**config.mk**
```make
export PLATFORM = sky130hd
export DESIGN_NAME = reset_and_clock_source_control
export DESIGN_NICKNAME = d
export VERILOG_FILES = /design/src/core/level_sync.v /design/src/core/reset_and_clock_source_control.v
export VERILOG_INCLUDE_DIRS = /design/src /design/src/core
export SDC_FILE = /design/constraint.sdc
export NUM_CORES = 1
export LEC_CHECK = 0
export BUFFER_PORTS_ARGS = -buffer_cell sky130_fd_sc_hd__buf_2
export CELL_PAD_IN_SITES_DETAIL_PLACEMENT = 1
export CELL_PAD_IN_SITES_GLOBAL_PLACEMENT = 2
export CORE_MARGIN = 10
export CORE_UTILIZATION = 28
export DETAILED_ROUTE_END_ITERATION = 8
export PLACE_DENSITY = 0.91
export SLEW_MARGIN = 20
export SYNTH_ARGS = -nofsm -noshare
export SYNTH_HDL_FRONTEND = slang
export SYNTH_SLANG_ARGS = --single-unit
```
**constraint.sdc**
```tcl
create_clock -name clock -period 2.48 [get_ports clock]
set_input_delay 0.372 -clock clock [delete_from_list [all_inputs] [get_ports clock]]
set_output_delay 0.372 -clock clock [all_outputs]
set_load 0.01 [all_outputs]
```
**src/core/reset_clock_consts.vh**
```
`ifndef RESET_CLOCK_CONSTS_VH
`define RESET_CLOCK_CONSTS_VH
// ************************************
// Register offsets (byte addresses)
// ************************************
`define REG_CONTROL 8'h00
`define REG_SOURCE_ENABLE 8'h04
`define REG_SOURCE_STATUS 8'h08
`define REG_EVENT_STATUS 8'h0C
`define REG_EVENT_MASK 8'h10
`define REG_LIVE 8'h14
// ************************************
// Control register fields
// ************************************
`define CTRL_CLOCK_SEL_BIT 0
`define CTRL_SW_RESET_BIT 1
`define CTRL_WDOG_LOCK_BIT 2
// ************************************
// Source bit positions
// ************************************
`define SRC_SUPPLY 0
`define SRC_WATCHDOG 1
`define SRC_MISSING_CLOCK 2
`define SRC_COMPARATOR 3
`define SRC_SOFTWARE 4
`define SRC_CONVERSION 5
`define SRC_PIN 6
`define SRC_COUNT 7
// ************************************
// Reset values and timing
// ************************************
`define SOURCE_ENABLE_RESET 7'h7F
`define EVENT_MASK_RESET 7'h00
`define STRETCH_TIME_NS 100
`define CLOCK_PERIOD_NS 10
`define STRETCH_CYCLES (`STRETCH_TIME_NS / `CLOCK_PERIOD_NS)
`endif

```
**src/core/level_sync.v**
```verilog
`timescale 1ns/1ns
`default_nettype none
// ************************************
// Two-stage synchroniser, per bit
// ************************************
module level_sync
#(
   parameter WIDTH = 1
)
(
   input wire clock,
   input wire [WIDTH-1:0] async_in,
   output reg [WIDTH-1:0] sync_out
);
   reg [WIDTH-1:0] stage_one;
   always @(posedge clock)
   begin
      stage_one <= async_in;
      sync_out <= stage_one;
   end
endmodule
`default_nettype wire

```
**src/core/reset_and_clock_source_control.v**
```verilog
`timescale 1ns/1ns
`default_nettype none
`include "reset_clock_consts.vh"
module reset_and_clock_source_control
(
   input wire clock,
   input wire srst,
   input wire power_on_reset,
   input wire supply_monitor_enable_pin,
   input wire supply_low,
   input wire watchdog_expired,
   input wire missing_clock,
   input wire comparator_zero,
   input wire conversion_start_pin_zero,
   input wire reset_pin_in,
   output wire reset_pin_out,
   output wire reset_pin_oe_n,
   output reg system_reset,
   output reg clock_select_external,
   output wire watchdog_enable,
   output wire interrupt,
   input wire wb_cyc_i,
   input wire wb_stb_i,
   input wire wb_we_i,
   input wire [7:0] wb_adr_i,
   input wire [3:0] wb_sel_i,
   input wire [31:0] wb_dat_i,
   output reg [31:0] wb_dat_o,
   output reg wb_ack_o
);
   // ************************************
   // Pin synchronisers
   // ************************************
   wire [5:0] pins_sync;
   level_sync #(.WIDTH(6)) u_sync
   (
      .clock(clock),
      .async_in({supply_monitor_enable_pin, supply_low, missing_clock,
                 comparator_zero, conversion_start_pin_zero, reset_pin_in}),
      .sync_out(pins_sync)
   );
   wire mon_en = pins_sync[5];
   wire supply_low_s = pins_sync[4];
   wire missing_s = pins_sync[3];
   wire comp_s = pins_sync[2];
   wire conv_s = pins_sync[1];
   wire pin_low_s = ~pins_sync[0];
   // ************************************
   // Software state
   // ************************************
   reg [6:0] source_enable;
   reg [6:0] event_status;
   reg [6:0] event_mask;
   reg [6:0] last_cause;
   reg sw_reset_req;
   reg wdog_locked;
   reg [3:0] stretch;
   // Load value cut to counter width on purpose
   wire [31:0] stretch_full = `STRETCH_CYCLES;
   wire [6:0] raw_sources;
   wire [6:0] active;
   // Open-drain pin: drive low only during power-up reset
   assign reset_pin_out = 1'b0;
   assign reset_pin_oe_n = ~power_on_reset;
   assign raw_sources[`SRC_SUPPLY] = supply_low_s & mon_en;
   assign raw_sources[`SRC_WATCHDOG] = watchdog_expired;
   assign raw_sources[`SRC_MISSING_CLOCK] = missing_s;
   assign raw_sources[`SRC_COMPARATOR] = comp_s;
   assign raw_sources[`SRC_SOFTWARE] = sw_reset_req;
   assign raw_sources[`SRC_CONVERSION] = conv_s;
   assign raw_sources[`SRC_PIN] = pin_low_s;
   // Supply and pin bits are forced on regardless of the mask
   // Locked watchdog cannot be masked
   wire [6:0] eff_enable = source_enable |
      (7'h01 << `SRC_SUPPLY) | (7'h01 << `SRC_PIN) |
      ({6'h00, wdog_locked} << `SRC_WATCHDOG);
   assign active = raw_sources & eff_enable;
   // Watchdog cannot be masked once locked
   assign watchdog_enable = eff_enable[`SRC_WATCHDOG];
   assign interrupt = |(event_status & event_mask);
   // ************************************
   // Reset generation
   // ************************************
   // Stretch keeps reset a few cycles past the last source
   always @(posedge clock)
   begin
      if (srst | power_on_reset)
      begin
         system_reset <= 1'b1;
         stretch <= 4'h0;
      end
      else if (|active)
      begin
         system_reset <= 1'b1;
         stretch <= stretch_full[3:0];
      end
      else if (stretch != 4'h0)
         stretch <= stretch - 4'h1;
      else
         system_reset <= 1'b0;
   end
   // ************************************
   // Wishbone slave and registers
   // ************************************
   wire wr = wb_cyc_i & wb_stb_i & wb_we_i & ~wb_ack_o & wb_sel_i[0];
   wire rd = wb_cyc_i & wb_stb_i & ~wb_ack_o;
   always @(posedge clock)
   begin
      if (srst | power_on_reset)
      begin
         wb_ack_o <= 1'b0;
         wb_dat_o <= 32'h0000_0000;
      end
      else
      begin
         wb_ack_o <= rd;
         wb_dat_o <= 32'h0000_0000;
         if (rd & ~wb_we_i)
            case (wb_adr_i)
               `REG_CONTROL: wb_dat_o <= {29'h0000_0000, wdog_locked,
                  sw_reset_req, clock_select_external};
               `REG_SOURCE_ENABLE: wb_dat_o <= {25'h000_0000, eff_enable};
               `REG_SOURCE_STATUS: wb_dat_o <= {25'h000_0000, last_cause};
               `REG_EVENT_STATUS: wb_dat_o <= {25'h000_0000, event_status};
               `REG_EVENT_MASK: wb_dat_o <= {25'h000_0000, event_mask};
               `REG_LIVE: wb_dat_o <= {25'h000_0000, raw_sources};
               default: wb_dat_o <= 32'h0000_0000;
            endcase
      end
   end
   // Control state: power-on clears the watchdog lock, any reset the rest
   always @(posedge clock)
   begin
      if (power_on_reset)
      begin
         wdog_locked <= 1'b0;
      end
      else if (wr && wb_adr_i == `REG_CONTROL
               && wb_dat_i[`CTRL_WDOG_LOCK_BIT])
         wdog_locked <= 1'b1;
   end
   always @(posedge clock)
   begin
      if (srst | system_reset)
      begin
         clock_select_external <= 1'b0;
         sw_reset_req <= 1'b0;
         source_enable <= `SOURCE_ENABLE_RESET;
         event_mask <= `EVENT_MASK_RESET;
      end
      else if (wr)
         case (wb_adr_i)
            `REG_CONTROL:
            begin
               clock_select_external <= wb_dat_i[`CTRL_CLOCK_SEL_BIT];
               sw_reset_req <= wb_dat_i[`CTRL_SW_RESET_BIT];
            end
            `REG_SOURCE_ENABLE: source_enable <= wb_dat_i[6:0];
            `REG_EVENT_MASK: event_mask <= wb_dat_i[6:0];
            default: source_enable <= source_enable;
         endcase
   end
   // Cause capture survives the reset it caused; set wins over clear
   always @(posedge clock)
   begin
      if (srst | power_on_reset)
      begin
         event_status <= 7'h00;
         last_cause <= 7'h00;
      end
      else
      begin
         if (|active)
            last_cause <= active;
         if (wr && wb_adr_i == `REG_EVENT_STATUS)
            event_status <= (event_status & ~wb_dat_i[6:0]) | active;
         else
            event_status <= event_status | active;
      end
   end
endmodule
`default_nettype wire

```
# Word-level counts from Yosys, hierarchy flattened
# Cells that the tools add are included.
dict set report classes {
  add_sub_neg 1
  n_eq_ne 5
  n_mux 4
  n_bitwise 21
  n_reduce_logical 13
}
# op count
set ops {}
lappend ops {{$pmux W7 S6} 1}
lappend ops {{$and A7 B7 Y7} 3}
lappend ops {{$eq A8 B4 Y1 const B} 2}
lappend ops {{$eq A8 B5 Y1 const B} 2}
lappend ops {{$or A7 B7 Y7} 2}
lappend ops {{$reduce_or A7 Y1} 2}
lappend ops {{$eq A8 B3 Y1 const B} 1}
lappend ops {{$logic_not A8 Y1} 1}
lappend ops {{$mux W4} 2}
lappend ops {{$reduce_or A8 Y1} 1}
lappend ops {{$and A1 B1 Y1} 7}
lappend ops {{$mux W7} 1}
lappend ops {{$not A7 Y7} 1}
lappend ops {{$or A7 B2 Y7} 1}
lappend ops {{$reduce_and A2 Y1} 3}
lappend ops {{$not A1 Y1} 5}
lappend ops {{$reduce_bool A4 Y1} 1}
lappend ops {{$sub A4 B1 Y4 const B} 1}
lappend ops {{$logic_and A1 B1 Y1} 3}
lappend ops {{$or A1 B1 Y1} 2}
lappend ops {{$reduce_bool A2 Y1} 1}
lappend ops {{$reduce_or A2 Y1} 1}
dict set report word_totals {
  ff_bits 80
  in_bits 57
  output_inout_bits 39
  wordCells 58
}

# Longest topological paths before layout
# Gate-level depths: netlist of run 1.
dict set report depth {
  word_depth 6
  depth_mapped 5
  depth_no_buf 3
}

# Modules after synthesis
# A second synthesis of run 1 with hierarchy kept.
dict set report hier_totals {
  cells_unflattened 264
  area_unflattened_um2 2383.5
}
# module n_inst cells_per_inst area_per_inst_um2 seq_area_each_um2
set by_module_without_submodules {}
lappend by_module_without_submodules {reset_and_clock_source_control 1 252 2143.3 840.8}
lappend by_module_without_submodules {level_sync 1 12 240.2 240.2}

# Worst setup path before layout of run 1
# No wires, ideal clock.
dict set report synth_timing {
  kind {input port to flip-flop}
  from {in wb_adr_i[0]}
  to {reg wb_dat_o[3]}
  setup_time_ns 0.078
  arrival_ns 1.818
  slack_ns 0.584
  cell_stages 5
  path_buffers 2
  cell_sequence {or4_4 > buf_6 > or4_1 > buf_2 > nor3_1}
}
dict set report synth_between {
  elab_chain_len 2
  word_cells_on_any_way 7
  classes_between {eq/ne: 5; mux: 1; reduce/logical: 1}
}
# element line
set synth_rtl {}
lappend synth_rtl {{start, declared} reset_and_clock_source_control.v:25} ;# input wire [7:0] wb_adr_i,
lappend synth_rtl {{$eq A8 B5 Y1 (tied with other cells)} reset_and_clock_source_control.v:119} ;# case (wb_adr_i)
lappend synth_rtl {{$pmux W7 S6 (*)} reset_and_clock_source_control.v:119}
lappend synth_rtl {{end signal, assigned} reset_and_clock_source_control.v:120} ;# `REG_CONTROL: wb_dat_o <= {29'h0000_0000, wdog_locked,
lappend synth_rtl {{end signal, assigned} reset_and_clock_source_control.v:122} ;# `REG_SOURCE_ENABLE: wb_dat_o <= {25'h000_0000, eff_enable};
lappend synth_rtl {{end signal, assigned} reset_and_clock_source_control.v:123} ;# `REG_SOURCE_STATUS: wb_dat_o <= {25'h000_0000, last_cause};
lappend synth_rtl {{end, declared} reset_and_clock_source_control.v:28} ;# output reg [31:0] wb_dat_o,
# Every way passes the cells marked *; elsewhere a longest branch is shown, timed or not.
# A chain may end at the register's enable or synchronous reset.

# Worst setup path in the final report of run 1
dict set report layout_timing {
  from {reg wb_ack_o}
  to {reg wb_dat_o[6]}
}
dict set report layout_between {
  elab_chain_len 5
}
# element line
set layout_rtl {}
lappend layout_rtl {{start, declared} reset_and_clock_source_control.v:29} ;# output reg wb_ack_o
lappend layout_rtl {{start signal, assigned} reset_and_clock_source_control.v:116} ;# wb_ack_o <= rd;
lappend layout_rtl {{$not A1 Y1} reset_and_clock_source_control.v:106} ;# wire rd = wb_cyc_i & wb_stb_i & ~wb_ack_o;
lappend layout_rtl {{$and A1 B1 Y1} reset_and_clock_source_control.v:106}
lappend layout_rtl {{$and A1 B1 Y1} reset_and_clock_source_control.v:118} ;# if (rd & ~wb_we_i)
lappend layout_rtl {{$not A1 Y1 (no source line)} --}
lappend layout_rtl {{$reduce_or A2 Y1 (no source line)} --}
# Every way passes these cells.

==> tab_implementation.tex, run 1 <==
\begin{tabular}{lr}
\hline
Metric & Value \\
\hline
\multicolumn{2}{l}{\textbf{Outcome}} \\
Outcome & completed \\
\multicolumn{2}{l}{\textbf{Place}} \\
HPWL Detailed & 5360 um \\
Worst setup slack before clock tree synthesis & 0.253 ns \\
Count of buffers inserted at the top-level ports & between 40 and 50 \\
Total instance count after detailed placement & 407 \\
Weighted congestion reported at the end of routability-driven placement & slightly below 0.8 \\
\multicolumn{2}{l}{\textbf{Timing}} \\
Peak clock frequency supported by timing & 0.488 GHz \\
Part of the cycle the worst path needs & 82.6\% \\
Final critical-path required period & between 2 and 2.5 ns \\
RSZ-0062 raised after global routing & false \\
Fin worst setup slack & roughly 0.43 ns \\
Least-Margin Pin Slew & 0.549 ns \\
Endpoints failing hold & 0 \\
Worst clock skew & $\sim$0.011 ns \\
Total setup violations reported at the end of the flow & 0 \\
Number of max-slew violations in the final report & 0 \\
Max-slew headroom & 63.3\% \\
Setup tns final & 0 ns \\
\multicolumn{2}{l}{\textbf{Critical path}} \\
Slowest cell on the critical path & or4\_1 \\
Worst Path Max Fanout & 7 \\
Kind of critical path & reg -> reg \\
Critical path, cell by cell & or4bb\_1 > or4\_1 > a21oi\_1 \\
Max incr delay on CP & slightly above 0.7 ns \\
Critical Path End Type & flip-flop \\
CP required & 2.70 ns \\
Startpoint kind of the worst setup timing path & flip-flop \\
CP arrival & approximately 2.3 ns \\
\multicolumn{2}{l}{\textbf{Drt}} \\
Starting DRC count in detailed routing & 96 \\
Total iterations of the first detailed-routing run & 4 \\
Post-detailed-route count of antenna-violating nets & 0 \\
Routed via count & around 2000 \\
Routed wire length per instance & around 17 um \\
Total Routed Length & 6940 um \\
\# DRC & 0 \\
Average vias per placed instance & 4.84 \\
\multicolumn{2}{l}{\textbf{Logic synthesis}} \\
Cell with the most instances after synthesis & dfxtp\_1 \\
Commonest register cell after synthesis & dfxtp\_1 \\
Netlist cell types & 46 \\
Ys Warns & 0 \\
Number of storage elements in the synthesis netlist & 54 \\
Cells after Synth & between 200 and 300 \\
Share of synthesized area occupied by flip-flops and latches & between 40 and 50\% \\
Mapped Avg Cell Area & roughly 9.3 sq um \\
Biggest area consumer among synthesized cells & dfxtp\_1 \\
Cells taking the most area after synthesis & dfxtp\_1, buf\_4, mux2i\_1 \\
Post-synth top area share & 44.0\% \\
Post-synthesis cell area & 2460 sq um \\
Count of flip-flops with a built-in enable after synthesis & 0 \\
Post-synth top cells & dfxtp\_1, nand2\_1, buf\_4 \\
Synth async-reset ratio & 0\% \\
\multicolumn{2}{l}{\textbf{Clock network}} \\
CTS hold repair buffers & 0 \\
Total of cells resized after clock tree synthesis & 0 \\
Clock buffer depth & 2 \\
H-tree levels & 2 \\
Clk\_lat worst skew & between 0.3 and 0.4 ns \\
TritonCTS buffer count & 5 \\
TritonCTS clock tree & done \\
Post-CTS Setup Bufs & 0 \\
Number of clock sinks & 54 \\
Worst-path clk slew & 0.10 ns \\
Root buf cell & clkbuf\_8 \\
\multicolumn{2}{l}{\textbf{Final layout}} \\
ANT cells & 0 \\
Non-Filler Instances & a little over 400 \\
Utilization after layout & 32.9\% \\
Proportion of layout cells with a drive suffix above 1 & about a quarter \\
Post-layout net count & about 360 \\
Area Overhead vs Synth & 15.8\% \\
\multicolumn{2}{l}{\textbf{Power and ir drop}} \\
Combinational Power Share & under 10\% \\
Power Internal & between 0.001 and 0.0015 W \\
P\_leak & 1.17 nW \\
Peak supply drop & 0.255 mV \\
P\_sw & 0.000394 W \\
Net switching share of the total power & between 20\% and 30\% \\
Clock share of power & between 40\% and 50\% \\
Sum of internal, switching and leakage power & 0.00177 W \\
Sequential cell fraction of total power & 51.1\% \\
Pwr dens & $\sim$620 nW/um\^{}2 \\
\multicolumn{2}{l}{\textbf{GRT}} \\
Gr usage total & approximately 11\% \\
First-pass GRT wire length & 11300 um \\
Initial antenna violation count & 0 \\
Maximum number of pins on one net before global-route repair & 19 \\
Vias in the first global route & 2198 \\
Grt total ovfl & 0 \\
\multicolumn{2}{l}{\textbf{Die}} \\
Die Span X & 114 um \\
Starting density of the core & approximately 28\% \\
Cell Rows & 34 \\
Die area & 12900 sq um \\
Number of placed I/O pins & 96 \\
Die boundary height & approximately 110 um \\
Floorplan Core Area & 8640 sq um \\
\multicolumn{2}{l}{\textbf{Job}} \\
Max capacitance violation total & 0 \\
\multicolumn{2}{l}{\textbf{Min path}} \\
Path category of the worst min-delay check & in -> reg \\
\hline
\end{tabular}
-- routing by layer --
layer / global-route usage (%) / part of all wire [%] / vias to the layer above
li1: - / - / 972
met1: 13.4 / 46 / 974
met2: 17.4 / 47 / 58
met3: 3.15 / 6.4 / 5
met4: 3.21 / 1.0 / 0
met5: 0 / 0 / -
-- critical path: cells and delay by family (launching register included) --
family | cells | cell delay [ns]
AO/OA/AOI/OAI | 1 | 0.27
flip-flops | 1 | 0.33
AND/OR/NAND/NOR | 2 | 1.36
-- layout make-up --
class	instances	area, sq um
sequential	54	1080
multi-input combinational	191	1200
clock inverter	2	60.1
clock buffer	6	82.6
fill	1036	5790
timing repair buffer	49	265
inverter	5	18.8
tap	108	135
-- final timing paths --
path / start / cells after the start / slack [ns] / to
setup / recovery: wb_ack_o / 3 / 0.43 / wb_dat_o[6]
hold reg to reg: u_sync.stage_one[5] / 0 / 0.34 / u_sync.sync_out[5]
setup reg to reg: wb_ack_o / 3 / 0.43 / wb_dat_o[6]
hold / removal: missing_clock / 1 / 0.16 / u_sync.stage_one[3]
-- cells by family (layout without fill, tap and decap cells) --
logic type | count (synthesis) | in the layout | synth area share, %
simple gates | 87 | 87 | 19.2
flops | 54 | 54 | 44.0
compound gates | 50 | 50 | 13.9
buf+inv | 43 | 62 | 10.9
mux | 28 | 28 | 11.9
other cells | 1 | 26 | 0.153
-- registers in the layout (all words and copies together) (netlist names), 4 cells and up --
name and count:
last_cause 7, stretch 4, wb_dat_o 7, event_mask 7, u_sync.sync_out 6, event_status 7, source_enable 5, u_sync.stage_one 6
-- power groups by stage --
stage               Clock (W)  Sequential (W)  Combinational, W
global route         0.000775        0.000907          0.000158
global placement            0        0.000923          0.000135
finish               0.000723        0.000904          0.000141
detailed placement          0        0.000924          0.000139
CTS                  0.000735        0.000904          0.000140
floorplan                   0        0.000918          0.000119
-- layout by cell type, fill, tap and decap left out, types with 2 or more instances in the layout --
cell        n
inv_1       5
or4_1       2
dfxtp_1    54
nor3_1      6
mux2_2      9
o21ai_0     5
bufinv_16   2
a21boi_0    2
o21a_1      3
a21oi_1     4
or4bb_1     3
or3_1       2
nor2_1     13
buf_4       8
nand2_1    40
a221oi_1    3
buf_2      41
o22ai_1     7
a21o_1      5
or2_2       3
conb_1     26
mux2i_1    19
a22oi_1     5
nand2b_1    2
nor4_4      2
a31oi_1     9
clkbuf_8    6
nor2b_1     3
nand3_1     2
-- metrics by stage --
stage / hold WS [ns] / cell area, sq um
global placement: 0.314 / 2700
finish: 0.158 / 2840
CTS: 0.152 / 2840
floorplan: 0.310 / 2550
detailed placement: 0.313 / 2700
global route: 0.139 / 2840
Note: power is estimated with default switching activity, not from simulation.
==> run 2: changes to the inputs <==
Clock period 2.48 ns to 2.05 ns, I/O delays scaled along.
==> tab_implementation.tex, run 2 (synthesis results as in run 1) <==
\begin{tabular}{lr}
\hline
Metric & Value \\
\hline
\multicolumn{2}{l}{\textbf{Outcome}} \\
Outcome & completed \\
\multicolumn{2}{l}{\textbf{Power and ir drop}} \\
Sum of internal, switching and leakage power & $\sim$0.0020 W \\
Pwr dens & between 600 and 700 nW/um\^{}2 \\
P\_leak & 1.18 nW \\
Peak supply drop & around 0.48 mV \\
\multicolumn{2}{l}{\textbf{Drt}} \\
Total Routed Length & approximately 7100 um \\
\# DRC & 0 \\
Post-detailed-route count of antenna-violating nets & 0 \\
Routed via count & 2032 \\
Routed wire length per instance & $\sim$17 um \\
Total iterations of the first detailed-routing run & 4 \\
Average vias per placed instance & 4.84 \\
Starting DRC count in detailed routing & 86 \\
\multicolumn{2}{l}{\textbf{Die}} \\
Floorplan Core Area & 8640 sq um \\
Cell Rows & 34 \\
Starting density of the core & 28.4\% \\
Die area & between 10000 and 15000 sq um \\
Die boundary height & 114 um \\
Number of placed I/O pins & 96 \\
Die Span X & between 100 and 150 um \\
\multicolumn{2}{l}{\textbf{Clock network}} \\
Clock buffer depth & 2 \\
Root buf cell & clkbuf\_8 \\
Total of cells resized after clock tree synthesis & 0 \\
Worst-path clk slew & around 0.1 ns \\
Number of clock sinks & 54 \\
Clk\_lat worst skew & 0.31 ns \\
TritonCTS buffer count & 5 \\
Post-CTS Setup Bufs & 0 \\
CTS hold repair buffers & 0 \\
H-tree levels & 2 \\
TritonCTS clock tree & done \\
\multicolumn{2}{l}{\textbf{Critical path}} \\
Critical Path End Type & flip-flop \\
Startpoint kind of the worst setup timing path & flip-flop \\
Critical path, cell by cell & or4bb\_1 > or4\_1 > buf\_4 > nor3\_1 \\
CP arrival & between 2 and 2.5 ns \\
Slowest cell on the critical path & or4bb\_1 \\
Worst setup path startpoint & wb\_ack\_o \\
Worst Path Max Fanout & 7 \\
Setup slack, reg-to-reg & approximately 0.23 ns \\
Launching point of the worst reg2reg path & wb\_ack\_o \\
Kind of critical path & reg -> reg \\
CP Capture Point & wb\_dat\_o[4] \\
Worst Path Buf+Inv & 1 \\
CP required & $\sim$2.3 ns \\
Max incr delay on CP & $\sim$0.54 ns \\
Cell count of the worst reg-to-reg path & 4 \\
Number of logic stages on the critical path including buffering & 4 \\
Endpoint of the worst register-to-register path & wb\_dat\_o[4] \\
CP top delay family & simple AND/OR/NAND/NOR gates \\
\multicolumn{2}{l}{\textbf{Place}} \\
Count of buffers inserted at the top-level ports & slightly above 40 \\
Weighted congestion reported at the end of routability-driven placement & about 0.77 \\
HPWL Detailed & approximately 5400 um \\
\multicolumn{2}{l}{\textbf{Timing}} \\
Setup tns final & 0 ns \\
Final critical-path required period & 1.82 ns \\
RSZ-0062 raised after global routing & false \\
Part of the cycle the worst path needs & about nine tenths \\
Worst hold slack & 0.0878 ns \\
Total setup violations reported at the end of the flow & 0 \\
Worst clock skew & around 0.0058 ns \\
Peak clock frequency supported by timing & 0.550 GHz \\
Number of max-slew violations in the final report & 0 \\
Endpoints failing hold & 0 \\
\multicolumn{2}{l}{\textbf{Final layout}} \\
ANT cells & 0 \\
Area Overhead vs Synth & 16.1\% \\
Most frequent cells in the layout & dfxtp\_1, buf\_2, nand2\_1 \\
Proportion of layout cells with a drive suffix above 1 & 25.3\% \\
Post-layout net count & between 300 and 400 \\
Most common cell after layout, fill and taps aside & dfxtp\_1 \\
\multicolumn{2}{l}{\textbf{GRT}} \\
First-pass GRT wire length & between 10000 and 15000 um \\
Maximum number of pins on one net before global-route repair & 22 \\
Grt total ovfl & 0 \\
Initial antenna violation count & 0 \\
Gr usage total & between 10\% and 20\% \\
Vias in the first global route & roughly 2200 \\
\multicolumn{2}{l}{\textbf{Min path}} \\
Path category of the worst min-delay check & in -> reg \\
\multicolumn{2}{l}{\textbf{Job}} \\
Max capacitance violation total & 0 \\
\hline
\end{tabular}
-- run 2: layer usage --
layer | wire (um) | vias up | track usage [%]
met1 | 3090 | 986 | 13.0
met5 | 0 | - | 0
met3 | 531 | 8 | 3.15
li1 | - | 972 | -
met2 | 3320 | 66 | 17.1
met4 | 133 | 0 | 4.23
-- run 2: final cells by class --
class | count | area (sq um)
clock buffers | 5 | 68.8
fillers | 1039 | 5780
repair buffers | 54 | 303
inverters | 5 | 18.8
multi-input cells | 191 | 1200
clock inverters | 3 | 43.8
flip-flops and latches | 54 | 1080
well taps | 108 | 135
-- run 2: report_power, final --
| group | leakage, nW | internal [W] | switching [W] |
|---|---|---|---|
| Sequential | 0.442 | 0.00107 | 0.0000201 |
| Combinational | 0.675 | 0.0000695 | 0.000105 |
| Clock | 0.0585 | 0.000367 | 0.000361 |
| Total | 1.18 | 0.00151 | 0.000486 |
-- run 2: worst min-delay path by stage --
| stage | end | depth (start not counted) | from | slack [ns] |
|---|---|---|---|---|
| floorplan | u_sync.sync_out[0] | 0 | u_sync.stage_one[0] | 0.31 |
| global route | u_sync.stage_one[5] | 1 | supply_monitor_enable_pin | 0.07 |
| detailed placement | u_sync.sync_out[3] | 0 | u_sync.stage_one[3] | 0.31 |
| global placement | u_sync.sync_out[3] | 0 | u_sync.stage_one[3] | 0.31 |
| CTS | u_sync.stage_one[4] | 1 | supply_low | 0.08 |
| finish | u_sync.stage_one[4] | 1 | supply_low | 0.09 |
-- run 2: per-stage QoR --
stage | std cells | setup WS (ns) | util (%) | instance area [sq um]
3_5_place_dp | 412 | 0.0908 | 31.7 | 2740
5_1_grt | 420 | 0.124 | 33.0 | 2850
6_report | 420 | 0.231 | 33.0 | 2850
3_3_place_gp | 412 | 0.0778 | 31.7 | 2740
4_1_cts | 420 | 0.191 | 33.0 | 2850
2_1_floorplan | 288 | 0.219 | - | 2550
==> run 3: changes to the inputs <==
Settings changed: CELL_PAD_IN_SITES_GLOBAL_PLACEMENT 2 to 1, CORE_MARGIN 10 to 2, CORE_UTILIZATION 28 to 30, PLACE_DENSITY 0.91 to 0.81, SYNTH_HIERARCHICAL set to 1.
==> tab_implementation.tex, run 3 <==
\begin{tabular}{lr}
\hline
Metric & Value \\
\hline
\multicolumn{2}{l}{\textbf{Logic synthesis}} \\
Cell with the most instances after synthesis & dfxtp\_1 \\
Biggest area consumer among synthesized cells & dfxtp\_1 \\
Post-synth top cells & dfxtp\_1, nor2\_1, buf\_4 \\
Cells after Synth & around 260 \\
Netlist cell types & 46 \\
Commonest register cell after synthesis & dfxtp\_1 \\
Cells taking the most area after synthesis & dfxtp\_1, buf\_4, mux2i\_1 \\
Count of flip-flops with a built-in enable after synthesis & 0 \\
Post-synth top area share & around 45\% \\
Synth async-reset ratio & 0\% \\
Share of synthesized area occupied by flip-flops and latches & approximately 45\% \\
Post-synthesis cell area & between 2000 and 2500 sq um \\
Number of storage elements in the synthesis netlist & between 50 and 60 \\
Mapped Avg Cell Area & 9.03 sq um \\
Ys Warns & 6 \\
\multicolumn{2}{l}{\textbf{Timing}} \\
Fin worst setup slack & a little under 0.4 ns \\
Worst clock skew & 0.00564 ns \\
Total setup violations reported at the end of the flow & 0 \\
Endpoints failing hold & 0 \\
Part of the cycle the worst path needs & between 80 and 90\% \\
Final critical-path required period & 1.66 ns \\
Peak clock frequency supported by timing & between 0.6 and 0.7 GHz \\
Setup tns final & 0 ns \\
RSZ-0062 raised after global routing & false \\
Number of max-slew violations in the final report & 0 \\
\multicolumn{2}{l}{\textbf{Critical path}} \\
CP Capture Point & interrupt \\
Cell count of the worst reg-to-reg path & 5 \\
CP arrival & approximately 1.4 ns \\
CP required & 1.74 ns \\
Endpoint of the worst register-to-register path & last\_cause[1] \\
Launching point of the worst reg2reg path & sw\_reset\_req \\
Worst setup path startpoint & event\_status[6] \\
Kind of critical path & reg -> out \\
Startpoint kind of the worst setup timing path & flip-flop \\
Critical Path End Type & output port \\
Worst Path Max Fanout & 3 \\
Setup slack, reg-to-reg & between 0.5 and 0.6 ns \\
\multicolumn{2}{l}{\textbf{Final layout}} \\
Area Overhead vs Synth & 12.2\% \\
Most common cell after layout, fill and taps aside & dfxtp\_1 \\
Proportion of layout cells with a drive suffix above 1 & 20.4\% \\
Final Cell Area & $\sim$2700 sq um \\
ANT cells & 0 \\
Most frequent cells in the layout & dfxtp\_1, buf\_2, nor2\_1 \\
Post-layout net count & roughly 360 \\
Non-Filler Instances & a little over 400 \\
\multicolumn{2}{l}{\textbf{Die}} \\
Number of placed I/O pins & 96 \\
Cell Rows & 32 \\
Die Span X & approximately 93 um \\
Starting density of the core & between 30\% and 40\% \\
Die area & roughly 8700 sq um \\
Floorplan Core Area & 7730 sq um \\
Die boundary height & 93.1 um \\
\multicolumn{2}{l}{\textbf{Power and ir drop}} \\
Power Internal & 0.00137 W \\
Peak supply drop & roughly 0.26 mV \\
P\_leak & roughly 1.2 nW \\
Combinational Power Share & 9.5\% \\
Net switching share of the total power & between 20\% and 30\% \\
P\_sw & between 0.0004 and 0.0005 W \\
Pwr dens & 680 nW/um\^{}2 \\
Sum of internal, switching and leakage power & between 0.0015 and 0.002 W \\
Clock share of power & between 30\% and 40\% \\
Sequential cell fraction of total power & around three fifths \\
\multicolumn{2}{l}{\textbf{Drt}} \\
Routed via count & approximately 2000 \\
Total Routed Length & 6110 um \\
Post-detailed-route count of antenna-violating nets & 0 \\
Average vias per placed instance & 4.88 \\
Routed wire length per instance & around 15 um \\
\# DRC & 0 \\
Starting DRC count in detailed routing & 74 \\
Total iterations of the first detailed-routing run & 4 \\
\multicolumn{2}{l}{\textbf{Place}} \\
Total instance count after detailed placement & 399 \\
HPWL Detailed & between 4000 and 5000 um \\
Weighted congestion reported at the end of routability-driven placement & roughly 0.83 \\
Placed standard-cell area & around 2600 sq um \\
Count of buffers inserted at the top-level ports & a little over 40 \\
Worst setup slack before clock tree synthesis & between 0.3 and 0.4 ns \\
\multicolumn{2}{l}{\textbf{Clock network}} \\
TritonCTS clock tree & done \\
Worst-path clk slew & about 0.09 ns \\
CTS hold repair buffers & 0 \\
Post-CTS Setup Bufs & 0 \\
Total of cells resized after clock tree synthesis & 0 \\
Clk\_lat worst skew & 0.30 ns \\
H-tree levels & 2 \\
Number of clock sinks & between 50 and 60 \\
Root buf cell & clkbuf\_8 \\
TritonCTS buffer count & 5 \\
Clock buffer depth & 2 \\
\multicolumn{2}{l}{\textbf{GRT}} \\
First-pass GRT wire length & between 9000 and 10000 um \\
Maximum number of pins on one net before global-route repair & 18 \\
Vias in the first global route & approximately 2000 \\
Initial antenna violation count & 0 \\
Grt total ovfl & 0 \\
Gr usage total & around 14\% \\
\multicolumn{2}{l}{\textbf{Outcome}} \\
Outcome & completed \\
\multicolumn{2}{l}{\textbf{Job}} \\
Max capacitance violation total & 0 \\
\multicolumn{2}{l}{\textbf{Min path}} \\
Count of cells along the worst hold path & 1 \\
Path category of the worst min-delay check & in -> reg \\
\hline
\end{tabular}
-- run 3: cell count changes in the layout (fill, tap and decap cells not counted), sizes merged, moves of 4 or more --
cell and change:
mux2 -5, o21ai +4, nor2 +22, inv +4
mux2i -5, buf -8, nor3 +7, nand2 -22
a21o -5
-- run 3: layer usage --
| metal | wire length (um) | vias up | GRT usage, % | part of all wire (%) |
|---|---|---|---|---|
| met5 | 0 | - | 0 | 0 |
| met4 | 59 | 0 | 3.55 | 0.97 |
| met2 | 2930 | 56 | 24.3 | 48 |
| met1 | 2870 | 964 | 19.2 | 47 |
| met3 | 252 | 8 | 2.66 | 4.1 |
| li1 | - | 952 | - | - |
-- run 3: power by group through the flow --
| stage | Sequential [W] | Clock [W] | Combinational [W] |
|---|---|---|---|
| after floorplan | 0.00111 | 0 | 0.000141 |
| after global placement | 0.00111 | 0 | 0.000166 |
| after detailed placement | 0.00111 | 0 | 0.000172 |
| after CTS | 0.00109 | 0.000578 | 0.000173 |
| after global routing | 0.00109 | 0.000614 | 0.000193 |
| final | 0.00109 | 0.000557 | 0.000173 |
-- run 3: how the worst min path moves through the flow --
stage                                   start                   to  slack, ns
floorplan                 u_sync/stage_one[0]   u_sync/sync_out[0]       0.31
global placement          u_sync/stage_one[2]   u_sync/sync_out[2]       0.31
detailed placement        u_sync/stage_one[1]   u_sync/sync_out[1]       0.32
CTS                 conversion_start_pin_zero  u_sync/stage_one[1]        0.1
global route                    missing_clock  u_sync/stage_one[3]       0.08
finish                           reset_pin_in  u_sync/stage_one[0]       0.10
-- run 3: kinds of logic (layout without fill, tap and decap cells) --
family / after synthesis / after routing / synth area share (%)
AO/OA/AOI/OAI: 47 / 47 / 13.0
buffers and inverters: 48 / 63 / 12.0
flip-flops: 54 / 54 / 45.4
multiplexers: 19 / 19 / 8.71
other: 1 / 26 / 0.157
AND/OR/NAND/NOR: 95 / 95 / 20.8
-- run 3: area by class of cell --
class	instances	area, sq um
clock buffer	7	76.3
timing repair buffer	46	243
tap	102	128
inverter	10	37.5
fill	940	5050
sequential	54	1080
multi-input combinational	187	1110
-- run 3: critical path, stage by stage, from the launching register on --
cell,delay [ns]
dfxtp_1,0.34
a222oi_1,0.39
nand3_1,0.15
buf_2,0.17
-- run 3: stage by stage --
stage | util (%) | hold WS (ns)
finish | 34.6 | 0.100
global route | 34.6 | 0.0845
CTS | 34.6 | 0.0963
detailed placement | 33.6 | 0.317
global placement | 33.6 | 0.311
floorplan | - | 0.310
